$ cat src/core/mkbs_pkg.sv
package mkbs_pkg;
    localparam int X_N   = 8;
    localparam int Y_N   = 2;
    localparam int KEY_N = 16;
    localparam int BL_W  = 8;
    localparam int CNT_W = 16;
    localparam int TMR_W = 8;
    localparam int PER_W = 21;

    localparam int CLK_NS       = 8;
    localparam int DWELL_NS     = 250;
    localparam int CLAMP_NS     = 250;
    localparam int POST_NS      = 1000;
    localparam int PERIOD_NS    = 16_000_000;
    localparam int DWELL_CYC    = (DWELL_NS + CLK_NS - 1) / CLK_NS;
    localparam int CLAMP_CYC    = (CLAMP_NS + CLK_NS - 1) / CLK_NS;
    localparam int POST_CYC     = (POST_NS + CLK_NS - 1) / CLK_NS;
    localparam int PERIOD_CYC   = PERIOD_NS / CLK_NS;

    localparam logic [CNT_W-1:0] CNT_SAT   = 16'hFFFF;
    localparam logic [CNT_W-1:0] CNT_RST   = 16'h0000;
    localparam logic [X_N-1:0]   DRIVE_RST = 8'h00;
    localparam logic [Y_N-1:0]   CLAMP_RST = 2'h0;

    typedef enum logic [2:0] {
        MKBS_SLEEP,
        MKBS_PICK,
        MKBS_HIGH,
        MKBS_LOW,
        MKBS_POST,
        MKBS_RAMP
    } mkbs_state_t;

    typedef logic [KEY_N-1:0][BL_W-1:0] mkbs_bl_t;
endpackage

$ cat src/core/mkbs_ramp_if.sv
`timescale 1ns/1ps
interface mkbs_ramp_if;
    logic                         start;
    logic                         sel;
    logic                         done;
    logic [mkbs_pkg::CNT_W-1:0]   count;

    modport ctl (output start, output sel, input done, input count);
    modport tmr (input start, input sel, output done, output count);
endinterface

$ cat src/core/mkbs_ramp_timer.sv
`timescale 1ns/1ps
module mkbs_ramp_timer (
    input  wire logic                        core_clk_i,
    input  wire logic                        rstn_i,
    input  wire logic [mkbs_pkg::Y_N-1:0]    receive_line_ramp_pin_i,
    mkbs_ramp_if.tmr                         rif
);
    typedef struct packed {
        logic [mkbs_pkg::Y_N-1:0]   s1;
        logic [mkbs_pkg::Y_N-1:0]   s2;
        logic                       busy;
        logic                       sel;
        logic                       done;
        logic [mkbs_pkg::CNT_W-1:0] cnt;
    } mkbs_tmr_st_t;

    mkbs_tmr_st_t r_reg;
    mkbs_tmr_st_t r_next;

    always_comb
    begin
        r_next      = r_reg;
        r_next.s1   = receive_line_ramp_pin_i;
        r_next.s2   = r_reg.s1;
        r_next.done = 1'b0;
        if (rif.start)
        begin
            r_next.busy = 1'b1;
            r_next.sel  = rif.sel;
            r_next.cnt  = mkbs_pkg::CNT_RST;
        end
        else if (r_reg.busy)
        begin
            // Crossing ends the count; saturation ends it too
            if (r_reg.s2[r_reg.sel] || r_reg.cnt == mkbs_pkg::CNT_SAT)
            begin
                r_next.busy = 1'b0;
                r_next.done = 1'b1;
            end
            else
            begin
                r_next.cnt = r_reg.cnt + 16'h0001;
            end
        end
    end

    always_ff @(posedge core_clk_i or negedge rstn_i)
    begin
        if (!rstn_i)
            r_reg <= '0;
        else
            r_reg <= r_next;
    end

    assign rif.done  = r_reg.done;
    assign rif.count = r_reg.cnt;

    property p_sat_stop;
        @(posedge core_clk_i) disable iff (!rstn_i)
        (r_reg.busy && !rif.start && r_reg.cnt == mkbs_pkg::CNT_SAT) |=> (rif.done && rif.count == 16'hFFFF);
    endproperty
    a_sat_stop: assert property (p_sat_stop) else $error("timer did not stop at saturation");

    property p_count_step;
        @(posedge core_clk_i) disable iff (!rstn_i)
        (r_reg.busy && !rif.start && !r_reg.s2[r_reg.sel] && r_reg.cnt != mkbs_pkg::CNT_SAT)
            |=> (r_reg.cnt == $past(r_reg.cnt) + 16'h0001) && !rif.done;
    endproperty
    a_count_step: assert property (p_count_step) else $error("timer failed to count a cycle");
endmodule

$ cat src/core/mkbs_scanner.sv
// Notes on behaviour
// - Scan one key at a time, drive 0..7 on receive 0, then receive 1.
// - Key index is drive line plus eight times receive line.
// - Each key's burst has its own configured pulse count.
// - Finish a key's burst and its conversion before the next key starts.
// - Keys with zero pulse count are skipped and take no time slot.
// - Start a scan every 16 ms; sleep after the scan until then.
// - Clamp the active receive line on each falling drive edge.
// - After the burst clamp, then time the ramp to zero crossing.
// - Hold each drive pulse high at least 250 ns before clamping.
`timescale 1ns/1ps
module mkbs_scanner #(
    parameter int unsigned PERIOD_CYC = mkbs_pkg::PERIOD_CYC
) (
    input  wire logic                          core_clk_i,
    input  wire logic                          rstn_i,
    input  wire mkbs_pkg::mkbs_bl_t            burst_pulse_count_i,
    input  wire logic [mkbs_pkg::Y_N-1:0]      receive_line_ramp_pin_i,
    output logic      [mkbs_pkg::X_N-1:0]      drive_o,
    output logic      [mkbs_pkg::Y_N-1:0]      recv_clamp_oe_o,
    output logic      [mkbs_pkg::Y_N-1:0]      recv_clamp_out_o,
    output logic      [mkbs_pkg::CNT_W-1:0]    result_o,
    output logic      [3:0]                    result_key_o,
    output logic                               result_valid_o,
    output logic                               scan_active_o
);
    typedef struct packed {
        mkbs_pkg::mkbs_state_t          st;
        logic [4:0]                     key;
        logic [mkbs_pkg::BL_W-1:0]      pulse;
        logic [mkbs_pkg::TMR_W-1:0]     tmr;
        logic [mkbs_pkg::TMR_W-1:0]     hi_len;
        logic [mkbs_pkg::PER_W-1:0]     per;
        logic                           pend;
        logic                           start;
        logic [mkbs_pkg::X_N-1:0]       drive;
        logic [mkbs_pkg::Y_N-1:0]       clamp;
        logic [mkbs_pkg::Y_N-1:0]       clamp_lvl;
        logic [mkbs_pkg::CNT_W-1:0]     res;
        logic [3:0]                     res_key;
        logic                           res_valid;
        logic                           active;
    } mkbs_scan_st_t;

    localparam logic [mkbs_pkg::TMR_W-1:0] DWELL_LAST = 8'(mkbs_pkg::DWELL_CYC - 1);
    localparam logic [mkbs_pkg::TMR_W-1:0] CLAMP_LAST = 8'(mkbs_pkg::CLAMP_CYC - 1);
    localparam logic [mkbs_pkg::TMR_W-1:0] POST_LAST  = 8'(mkbs_pkg::POST_CYC - 1);
    localparam logic [mkbs_pkg::PER_W-1:0] PER_LAST   = 21'(PERIOD_CYC - 1);

    mkbs_scan_st_t              r_reg;
    mkbs_scan_st_t              r_next;
    logic [mkbs_pkg::KEY_N-1:0] key_en;
    logic                       found;
    logic [3:0]                 next_key;
    logic                       tick;

    mkbs_ramp_if u_rif ();

    mkbs_ramp_timer u_timer (
        .core_clk_i              (core_clk_i),
        .rstn_i                  (rstn_i),
        .receive_line_ramp_pin_i (receive_line_ramp_pin_i),
        .rif                     (u_rif.tmr)
    );

    assign u_rif.start = r_reg.start;
    assign u_rif.sel   = r_reg.key[3];

    // Key enabled when its pulse count is non-zero
    genvar g;
    generate
        for (g = 0; g < mkbs_pkg::KEY_N; g++)
        begin : g_en
            assign key_en[g] = |burst_pulse_count_i[g];
        end
    endgenerate

    // Lowest enabled key at or above the current index
    always_comb
    begin
        found    = 1'b0;
        next_key = 4'h0;
        for (int i = mkbs_pkg::KEY_N - 1; i >= 0; i--)
        begin
            if (key_en[i] && 5'(i) >= r_reg.key)
            begin
                found    = 1'b1;
                next_key = 4'(i);
            end
        end
    end

    assign tick = (r_reg.per == PER_LAST);

    always_comb
    begin
        r_next           = r_reg;
        r_next.start     = 1'b0;
        r_next.res_valid = 1'b0;
        r_next.per       = tick ? '0 : r_reg.per + 21'h000001;
        r_next.pend      = tick | r_reg.pend;
        // Length of the current drive pulse, checking only
        r_next.hi_len    = (|r_reg.drive) ? r_reg.hi_len + 8'h01 : '0;
        case (r_reg.st)
            mkbs_pkg::MKBS_SLEEP:
            begin
                if (r_reg.pend)
                begin
                    r_next.pend   = tick;
                    r_next.key    = 5'h00;
                    r_next.active = 1'b1;
                    r_next.st     = mkbs_pkg::MKBS_PICK;
                end
            end
            mkbs_pkg::MKBS_PICK:
            begin
                if (found)
                begin
                    r_next.key   = {1'b0, next_key};
                    r_next.pulse = '0;
                    r_next.tmr   = '0;
                    r_next.drive = 8'(8'h01 << next_key[2:0]);
                    r_next.st    = mkbs_pkg::MKBS_HIGH;
                end
                else
                begin
                    r_next.active = 1'b0;
                    r_next.st     = mkbs_pkg::MKBS_SLEEP;
                end
            end
            mkbs_pkg::MKBS_HIGH:
            begin
                r_next.tmr = r_reg.tmr + 8'h01;
                if (r_reg.tmr == DWELL_LAST)
                begin
                    r_next.tmr               = '0;
                    r_next.pulse             = r_reg.pulse + 8'h01;
                    r_next.drive             = mkbs_pkg::DRIVE_RST;
                    r_next.clamp[r_reg.key[3]] = 1'b1;
                    r_next.st                = mkbs_pkg::MKBS_LOW;
                end
            end
            mkbs_pkg::MKBS_LOW:
            begin
                r_next.tmr = r_reg.tmr + 8'h01;
                if (r_reg.tmr == CLAMP_LAST)
                begin
                    r_next.tmr = '0;
                    if (r_reg.pulse == burst_pulse_count_i[r_reg.key[3:0]])
                    begin
                        r_next.st = mkbs_pkg::MKBS_POST;
                    end
                    else
                    begin
                        r_next.clamp = mkbs_pkg::CLAMP_RST;
                        r_next.drive = 8'(8'h01 << r_reg.key[2:0]);
                        r_next.st    = mkbs_pkg::MKBS_HIGH;
                    end
                end
            end
            mkbs_pkg::MKBS_POST:
            begin
                r_next.tmr = r_reg.tmr + 8'h01;
                if (r_reg.tmr == POST_LAST)
                begin
                    r_next.tmr   = '0;
                    r_next.clamp = mkbs_pkg::CLAMP_RST;
                    r_next.start = 1'b1;
                    r_next.st    = mkbs_pkg::MKBS_RAMP;
                end
            end
            mkbs_pkg::MKBS_RAMP:
            begin
                if (u_rif.done)
                begin
                    r_next.res       = u_rif.count;
                    r_next.res_key   = r_reg.key[3:0];
                    r_next.res_valid = 1'b1;
                    r_next.key       = r_reg.key + 5'h01;
                    r_next.st        = mkbs_pkg::MKBS_PICK;
                end
            end
            default:
            begin
                r_next.st = mkbs_pkg::MKBS_SLEEP;
            end
        endcase
    end

    always_ff @(posedge core_clk_i or negedge rstn_i)
    begin
        if (!rstn_i)
            r_reg <= '0;
        else
            r_reg <= r_next;
    end

    assign drive_o          = r_reg.drive;
    assign recv_clamp_oe_o  = r_reg.clamp;
    assign recv_clamp_out_o = r_reg.clamp_lvl;
    assign result_o         = r_reg.res;
    assign result_key_o     = r_reg.res_key;
    assign result_valid_o   = r_reg.res_valid;
    assign scan_active_o    = r_reg.active;

    property p_row_drive;
        @(posedge core_clk_i) disable iff (!rstn_i)
        (r_reg.st == mkbs_pkg::MKBS_HIGH) |-> (drive_o == 8'(8'h01 << r_reg.key[2:0]) && recv_clamp_oe_o == 2'h0);
    endproperty
    a_row_drive: assert property (p_row_drive) else $error("drive line does not match key");

    property p_key_order;
        @(posedge core_clk_i) disable iff (!rstn_i)
        (r_reg.st == mkbs_pkg::MKBS_RAMP && u_rif.done) |=> ##1 (r_reg.st != mkbs_pkg::MKBS_HIGH || r_reg.key[3:0] > result_key_o);
    endproperty
    a_key_order: assert property (p_key_order) else $error("key order went backwards");

    property p_burst_len;
        @(posedge core_clk_i) disable iff (!rstn_i)
        (r_reg.st == mkbs_pkg::MKBS_POST && $past(r_reg.st) != mkbs_pkg::MKBS_POST)
            |-> r_reg.pulse == burst_pulse_count_i[r_reg.key[3:0]];
    endproperty
    a_burst_len: assert property (p_burst_len) else $error("burst pulse count wrong");

    property p_convert;
        @(posedge core_clk_i) disable iff (!rstn_i)
        (r_reg.st == mkbs_pkg::MKBS_RAMP && u_rif.done) |=> result_valid_o && result_o == $past(u_rif.count);
    endproperty
    a_convert: assert property (p_convert) else $error("result not posted after conversion");

    property p_skip;
        @(posedge core_clk_i) disable iff (!rstn_i)
        result_valid_o |-> burst_pulse_count_i[result_key_o] != 8'h00;
    endproperty
    a_skip: assert property (p_skip) else $error("disabled key was scanned");

    property p_period;
        @(posedge core_clk_i) disable iff (!rstn_i)
        (r_reg.st == mkbs_pkg::MKBS_SLEEP && r_reg.pend) |=> (r_reg.st == mkbs_pkg::MKBS_PICK && scan_active_o);
    endproperty
    a_period: assert property (p_period) else $error("scan did not start on period");

    property p_clamp_low;
        @(posedge core_clk_i) disable iff (!rstn_i)
        (r_reg.st == mkbs_pkg::MKBS_LOW || r_reg.st == mkbs_pkg::MKBS_POST)
            |-> (drive_o == 8'h00 && recv_clamp_oe_o == 2'(2'h1 << r_reg.key[3]));
    endproperty
    a_clamp_low: assert property (p_clamp_low) else $error("receive line not clamped");

    property p_post_start;
        @(posedge core_clk_i) disable iff (!rstn_i)
        (r_reg.st == mkbs_pkg::MKBS_POST && r_reg.tmr == POST_LAST) |=> (u_rif.start && recv_clamp_oe_o == 2'h0);
    endproperty
    a_post_start: assert property (p_post_start) else $error("ramp timing not started");

    property p_dwell;
        @(posedge core_clk_i) disable iff (!rstn_i)
        $fell(|drive_o) |-> r_reg.hi_len > DWELL_LAST;
    endproperty
    a_dwell: assert property (p_dwell) else $error("drive pulse shorter than dwell");
endmodule

$ cat config.mk
export PLATFORM = sky130hd
export DESIGN_NAME = mkbs_scanner
export DESIGN_NICKNAME = d
export VERILOG_FILES = /design/src/core/mkbs_pkg.sv /design/src/core/mkbs_ramp_if.sv /design/src/core/mkbs_ramp_timer.sv /design/src/core/mkbs_scanner.sv
export SDC_FILE = /design/constraint.sdc
export NUM_CORES = 1
export LEC_CHECK = 0
export BUFFER_PORTS_ARGS = -buffer_cell sky130_fd_sc_hd__buf_2
export CAP_MARGIN = 20
export CORE_MARGIN = 4
export CORE_UTILIZATION = 25
export CTS_BUF_LIST = sky130_fd_sc_hd__clkbuf_4
export DETAILED_ROUTE_END_ITERATION = 12
export GPL_ROUTABILITY_DRIVEN = 0
export GPL_TIMING_DRIVEN = 0
export PLACE_DENSITY = 0.43
export SLEW_MARGIN = 20
export SYNTH_ARGS = -nofsm -noshare
export SYNTH_HDL_FRONTEND = slang
export SYNTH_SLANG_ARGS = --single-unit
$ cat constraint.sdc
create_clock -name core_clk_i -period 4.7 [get_ports core_clk_i]
set_input_delay 0.47 -clock core_clk_i [delete_from_list [all_inputs] [get_ports core_clk_i]]
set_output_delay 0.47 -clock core_clk_i [all_outputs]
set_load 0.05 [all_outputs]
## Yosys cells after proc, flatten, opt, wreduce, memory -nomap -nowiden

Cells that the tools add are included.

- Word-level logic and storage cells: 196
- Flip-flop bits (word level): 102
- Output and inout bits: 34

- Magnitude comparators: 20
- Shift operators: 2
- Bitwise gates (word level): 2
- Add/sub/neg operators: 5
- Mux-type cells: 78
- Eq/ne operators: 19
- Reductions and logical operators: 51

Operators by type and width:

| kind | number |
|---|---|
| OR reduction 8 bit | 16 |
| two-way mux 4 bit | 16 |
| two-way mux 16 bit | 3 |
| two-way mux 8 bit | 6 |
| two-way mux 21 bit | 2 |
| greater-or-equal comparator 4 x 5 -> 1 bit (first input constant) | 8 |
| binary-select mux 8 bit (select 4 bit) | 1 |
| two-way mux 1 bit | 32 |
| one-hot mux 8 bit (4 select lines) | 1 |
| two-way mux 10 bit | 3 |
| one-hot mux 8 bit (3 select lines) | 1 |
| adder 21 x 1 -> 21 bit (second input constant) | 1 |
| equality test 21 bit (second input constant) | 1 |
| greater-or-equal comparator 3 x 5 -> 1 bit (first input constant) | 4 |
| one-hot mux 3 bit (6 select lines) | 1 |
| logical AND 1 bit | 17 |
| two-way mux 17 bit | 1 |
| adder 16 x 1 -> 16 bit (second input constant) | 1 |
| adder 8 x 1 -> 8 bit (second input constant) | 2 |
| equality test 16 bit (second input constant) | 1 |
| != test 2 bit (second input constant) | 8 |
| one-hot mux 8 bit (2 select lines) | 1 |
| << shifter 1 x 3 -> 8 bit (first input constant) | 2 |
| one-hot mux 5 bit (3 select lines) | 1 |
| 29 further kinds | 47 |

## Logic depth before layout (Yosys ltp)

- Word-level depth: 21
- Mapped depth: 13

## Hierarchy

From an unflattened synthesis, not the netlist that was laid out.

- Cells, all modules: 759
- Area, all modules: 7,105.6 um^2

By module, submodules not included:

| module | seq. area each (um^2) | area an instance (um^2) | cells each | instances |
|---|---|---|---|---|
| mkbs_scanner | 1,976.9 | 5,791.8 | 631 | 1 |
| mkbs_ramp_timer | 575.6 | 1,313.8 | 128 | 1 |

## Worst setup path before layout

No wires, ideal clock.

- Path type: reg2reg
- Start: register r_reg[82] (netlist name)
- End: register r_reg, in the netlist drive_o[0]
- Cell stages (with the launch flop): 12
- Library setup time: 0.125 ns
- Setup slack: 1.668 ns
- Clock period less this slack: 3.032 ns
- Required time: 4.575 ns
- Path buffers: 3
- Data arrival time: 2.907 ns
- Cells stage by stage: dfrtp_1 -> buf_6 -> buf_6 -> mux4_2 -> mux2i_1 -> mux2_2 -> a21oi_1 -> o2111ai_1 -> nor4_4 -> a211o_1 -> buf_6 -> mux2_4

- Cells in the longest elaborated chain, start to end: 21
- Elaborated cells between the ends (all ways): 76

Ends and longest elaborated chain:

| what | line | text |
|---|---|---|
| start: declaration | mkbs_scanner.sv:50 | `mkbs_scan_st_t r_reg;` |
| start signal: assignment | mkbs_scanner.sv:195 | `r_reg <= r_next;` |
| greater-or-equal comparator 4 x 5 -> 1 bit | mkbs_scanner.sv:85 | `if (key_en[i] && 5'(i) >= r_reg.key)` |
| logical AND 1 bit | mkbs_scanner.sv:85 |  |
| two-way mux 4 bit (16 in series) | mkbs_scanner.sv:85 |  |
| << shifter 1 x 3 -> 8 bit | mkbs_scanner.sv:122 | `r_next.drive = 8'(8'h01 << next_key[2:0]);` |
| two-way mux 8 bit | mkbs_scanner.sv:117 | `if (found)` |
| one-hot mux 8 bit (3 select lines) | mkbs_scanner.sv:104 | `case (r_reg.st)` |

Several ways; a longest one is shown, not always the timed one. The select of a mux whose other input is x is not followed.
A chain may end at the register's enable or synchronous reset.

## Final worst setup path

- Start: register r_reg[81] (netlist name)
- End: register r_reg, in the netlist drive_o[4]

Same word-level chain as after synthesis.

==> flow_summary_export.csv <==
group,metric,value,unit
global_routing,grt_pass1_wl,35.3,mm
floorplanning,placementRows,60,
floorplanning,core,0.0270,mm²
route,detail-route-antenna-nets,0,
finish,fill_cells,2870,
power,p_leak,3.80,nW
power,peakVddDrop,0.106,mV
critical_path,crit_chain,"buf_2 > buf_4 > clkinv_1 > ha_1 > and3b_1 > a21oi_1 > o21ai_0 > nand4_1 > o21bai_1 > a211o_1 > buf_6 > mux2_4",
critical_path,critical_path.slowest_cell,"o21ai_0",
finish,largest_register_ff_count,46,
route,drt_iter0_drc,369,
clock_tree,clkSlewWorstSetupHoldPaths,170,ps
finish,area_growth,21.2,%
timing,skew,24.7,ps
run,cap_viol_max_count,0,
critical_path,max_stage_delay,560,ps
synth,syn_inst,704,
critical_path,worstPathRequired,5070,ps
clock_tree,cts_setup_buffers,0,
timing,min_period,3970,ps
placement,portBuffers,163,
timing,tightest_slew,958,ps
timing,finalHoldViolCount,0,
clock_tree,cts_tree,"built",
finish,multi_input_area,0.00388,mm²
timing,timing.fmax,0.252,GHz
power,cellPowerDensity,183,mW/mm²
clock_tree,post_cts_resized,0,
timing,tns,0,ps
run_status,status,"completed",
global_routing,grt_overflow,0,
synth,async_reset_ff_frac,1.00,
clock_tree,clk_latency,480,ps
route,num_vias,6108,
timing,slew_viol_final,0,
timing,period_share,0.845,
global_routing,antenna_found_initial,2,
route,wire_per_inst,18.2,µm
synth,yosysWarnings,0,
timing,slew_headroom,0.356,
floorplanning,die_h,174,µm
timing,rsz0062_at_grt,"false",
synth,avgSynthCellArea,9.78,µm²
critical_path,worst-path-buf-inv,4,
finish,final_common_cell,"buf_2",
clock_tree,htreeDepth,3,
critical_path,path_max_fanout,10,
critical_path,cp.arrival,4340,ps
synth,synth-seq-cells,102,
clock_tree,cts_root_buffer,"clkbuf_4",
critical_path,critPathKind,"flop to flop",
route,wirelength,22.3,mm
global_routing,grt_pass1_vias,6235,
critical_path,cp_top_family,"compound AO/OA/AOI/OAI gates",
synth,yosysSeqAreaShare,0.371,
floorplanning,die_x,174,µm
floorplanning,initial_core_util,0.255,
route,drt_pass1_iterations,6,
synth,synth_edf_count,0,
floorplanning,die-area,0.0302,mm²
global_routing,grt_usage,0.146,
floorplanning,io_pins,166,
synth,syn_area,0.00688,mm²
synth,synth_cell_types,68,
global_routing,grt_max_degree,57,
clock_tree,clock_path_buffers,2,
finish,drive_gt1_frac,0.337,
finish,seq_area,0.00255,mm²
clock_tree,cts_sinks,102,
clock_tree,cts_buffers,9,
synth,synth-main-ff-cell,"dfrtp_1",
finish,nNetsFinal,1021,
route,avgViaCountPerCell,4.97,
finish,layout_common_cells,"buf_2 (168), dfrtp_1 (102), o21ai_0 (58)",
critical_path,start_kind,"flop",
critical_path,endpoint_kind,"flop",
route,drc,0,
timing,setup_viol,0,
min_path,hold_class,"input port to flop",
finish,fin_util,0.309,
placement,hpwl,17.8,mm
-- power breakdown --
| group | total (W) | switching [W] | internal [W] | leakage (nW) |
|---|---|---|---|---|
| Combinational | 0.000156 | 0.0000802 | 0.0000756 | 2.41 |
| Sequential | 0.000880 | 0.000000587 | 0.000880 | 1.31 |
| Clock | 0.000489 | 0.000319 | 0.000169 | 0.0793 |
-- layout make-up --
type	instances	share of cell area
clock inverters	7	0.0102
repair buffers	165	0.103
diodes	2	0.000600
flip-flops and latches	102	0.306
plain buffers	66	0.0508
inverters	11	0.00495
clock buffers	9	0.00810
multi-input cells	526	0.465
well taps	341	0.0511
-- routing by layer --
layer	vias up	track usage	part of all wire
li1	2956	-	-
met1	2956	0.194	0.44
met2	166	0.241	0.49
met4	0	0.0426	0.021
met3	30	0.0311	0.050
met5	-	0	0
-- path summary, 6_finish.rpt --
path / from / end / slack [ps] / cells past startpoint
max: r_reg[81] / drive_o[4] / 730 / 12
min: receive_line_ramp_pin_i[0] / u_timer.r_next[19] / 100 / 1
max reg2reg: r_reg[81] / drive_o[4] / 730 / 12
min reg2reg: u_timer.r_next[19] / u_timer.r_reg[19] / 370 / 0
max in group asynchronous: rstn_i / r_reg[66] / 3570 / 3
min in group asynchronous: rstn_i / u_timer.rif.count[14] / 470 / 2
-- repair_timing --
item / in CTS / in global routing
hold buffers: 1 / 0
endpoints found under the hold margin: 46 / 0
endpoints found under the setup margin: 0 / 0
-- stage by stage --
step	worst slack (ps)	cell area [µm²]	total power [W]	std cells	hold WS [ps]
final	728	8340	0.00152	1229	96.5
after global placement	772	8130	0.00105	1209	350
after CTS	730	8330	0.00156	1227	43.5
after detailed placement	799	8170	0.00105	1210	343
after floorplan	1670	6890	0.000944	705	174
after global routing	335	8340	0.00160	1229	33.0
-- Yosys cell counts (8+ instances only) --
master / number / area [µm²]
xor2_1: 20 / 175
dfrtp_1: 102 / 2550
mux2_4: 8 / 120
mux2_2: 29 / 327
nand2_1: 53 / 199
nand3_1: 26 / 130
a21oi_1: 26 / 130
inv_1: 10 / 37.5
ha_1: 8 / 100
clkbuf_1: 19 / 71.3
mux4_2: 23 / 518
buf_4: 35 / 263
nor2_1: 57 / 214
nor4_1: 32 / 200
a221oi_1: 8 / 70.1
nor3_1: 12 / 60.1
nand4_1: 12 / 75.1
xnor2_1: 16 / 140
mux2i_1: 19 / 190
and3_1: 12 / 75.1
o21ai_0: 58 / 290
nand2b_1: 9 / 56.3
-- cells by family (layout without fill, tap and decap cells) --
family | Yosys count | in the layout | synth area share
simple gates | 254 | 254 | 0.193
other cells | 1 | 4 | 0.000545
flops | 102 | 102 | 0.371
fa+ha+maj | 8 | 8 | 0.0145
buf+inv | 77 | 258 | 0.0676
compound gates | 145 | 145 | 0.133
xor+xnor | 36 | 36 | 0.0458
mux | 81 | 81 | 0.175
No activity file was read; power rests on OpenSTA's default activity.
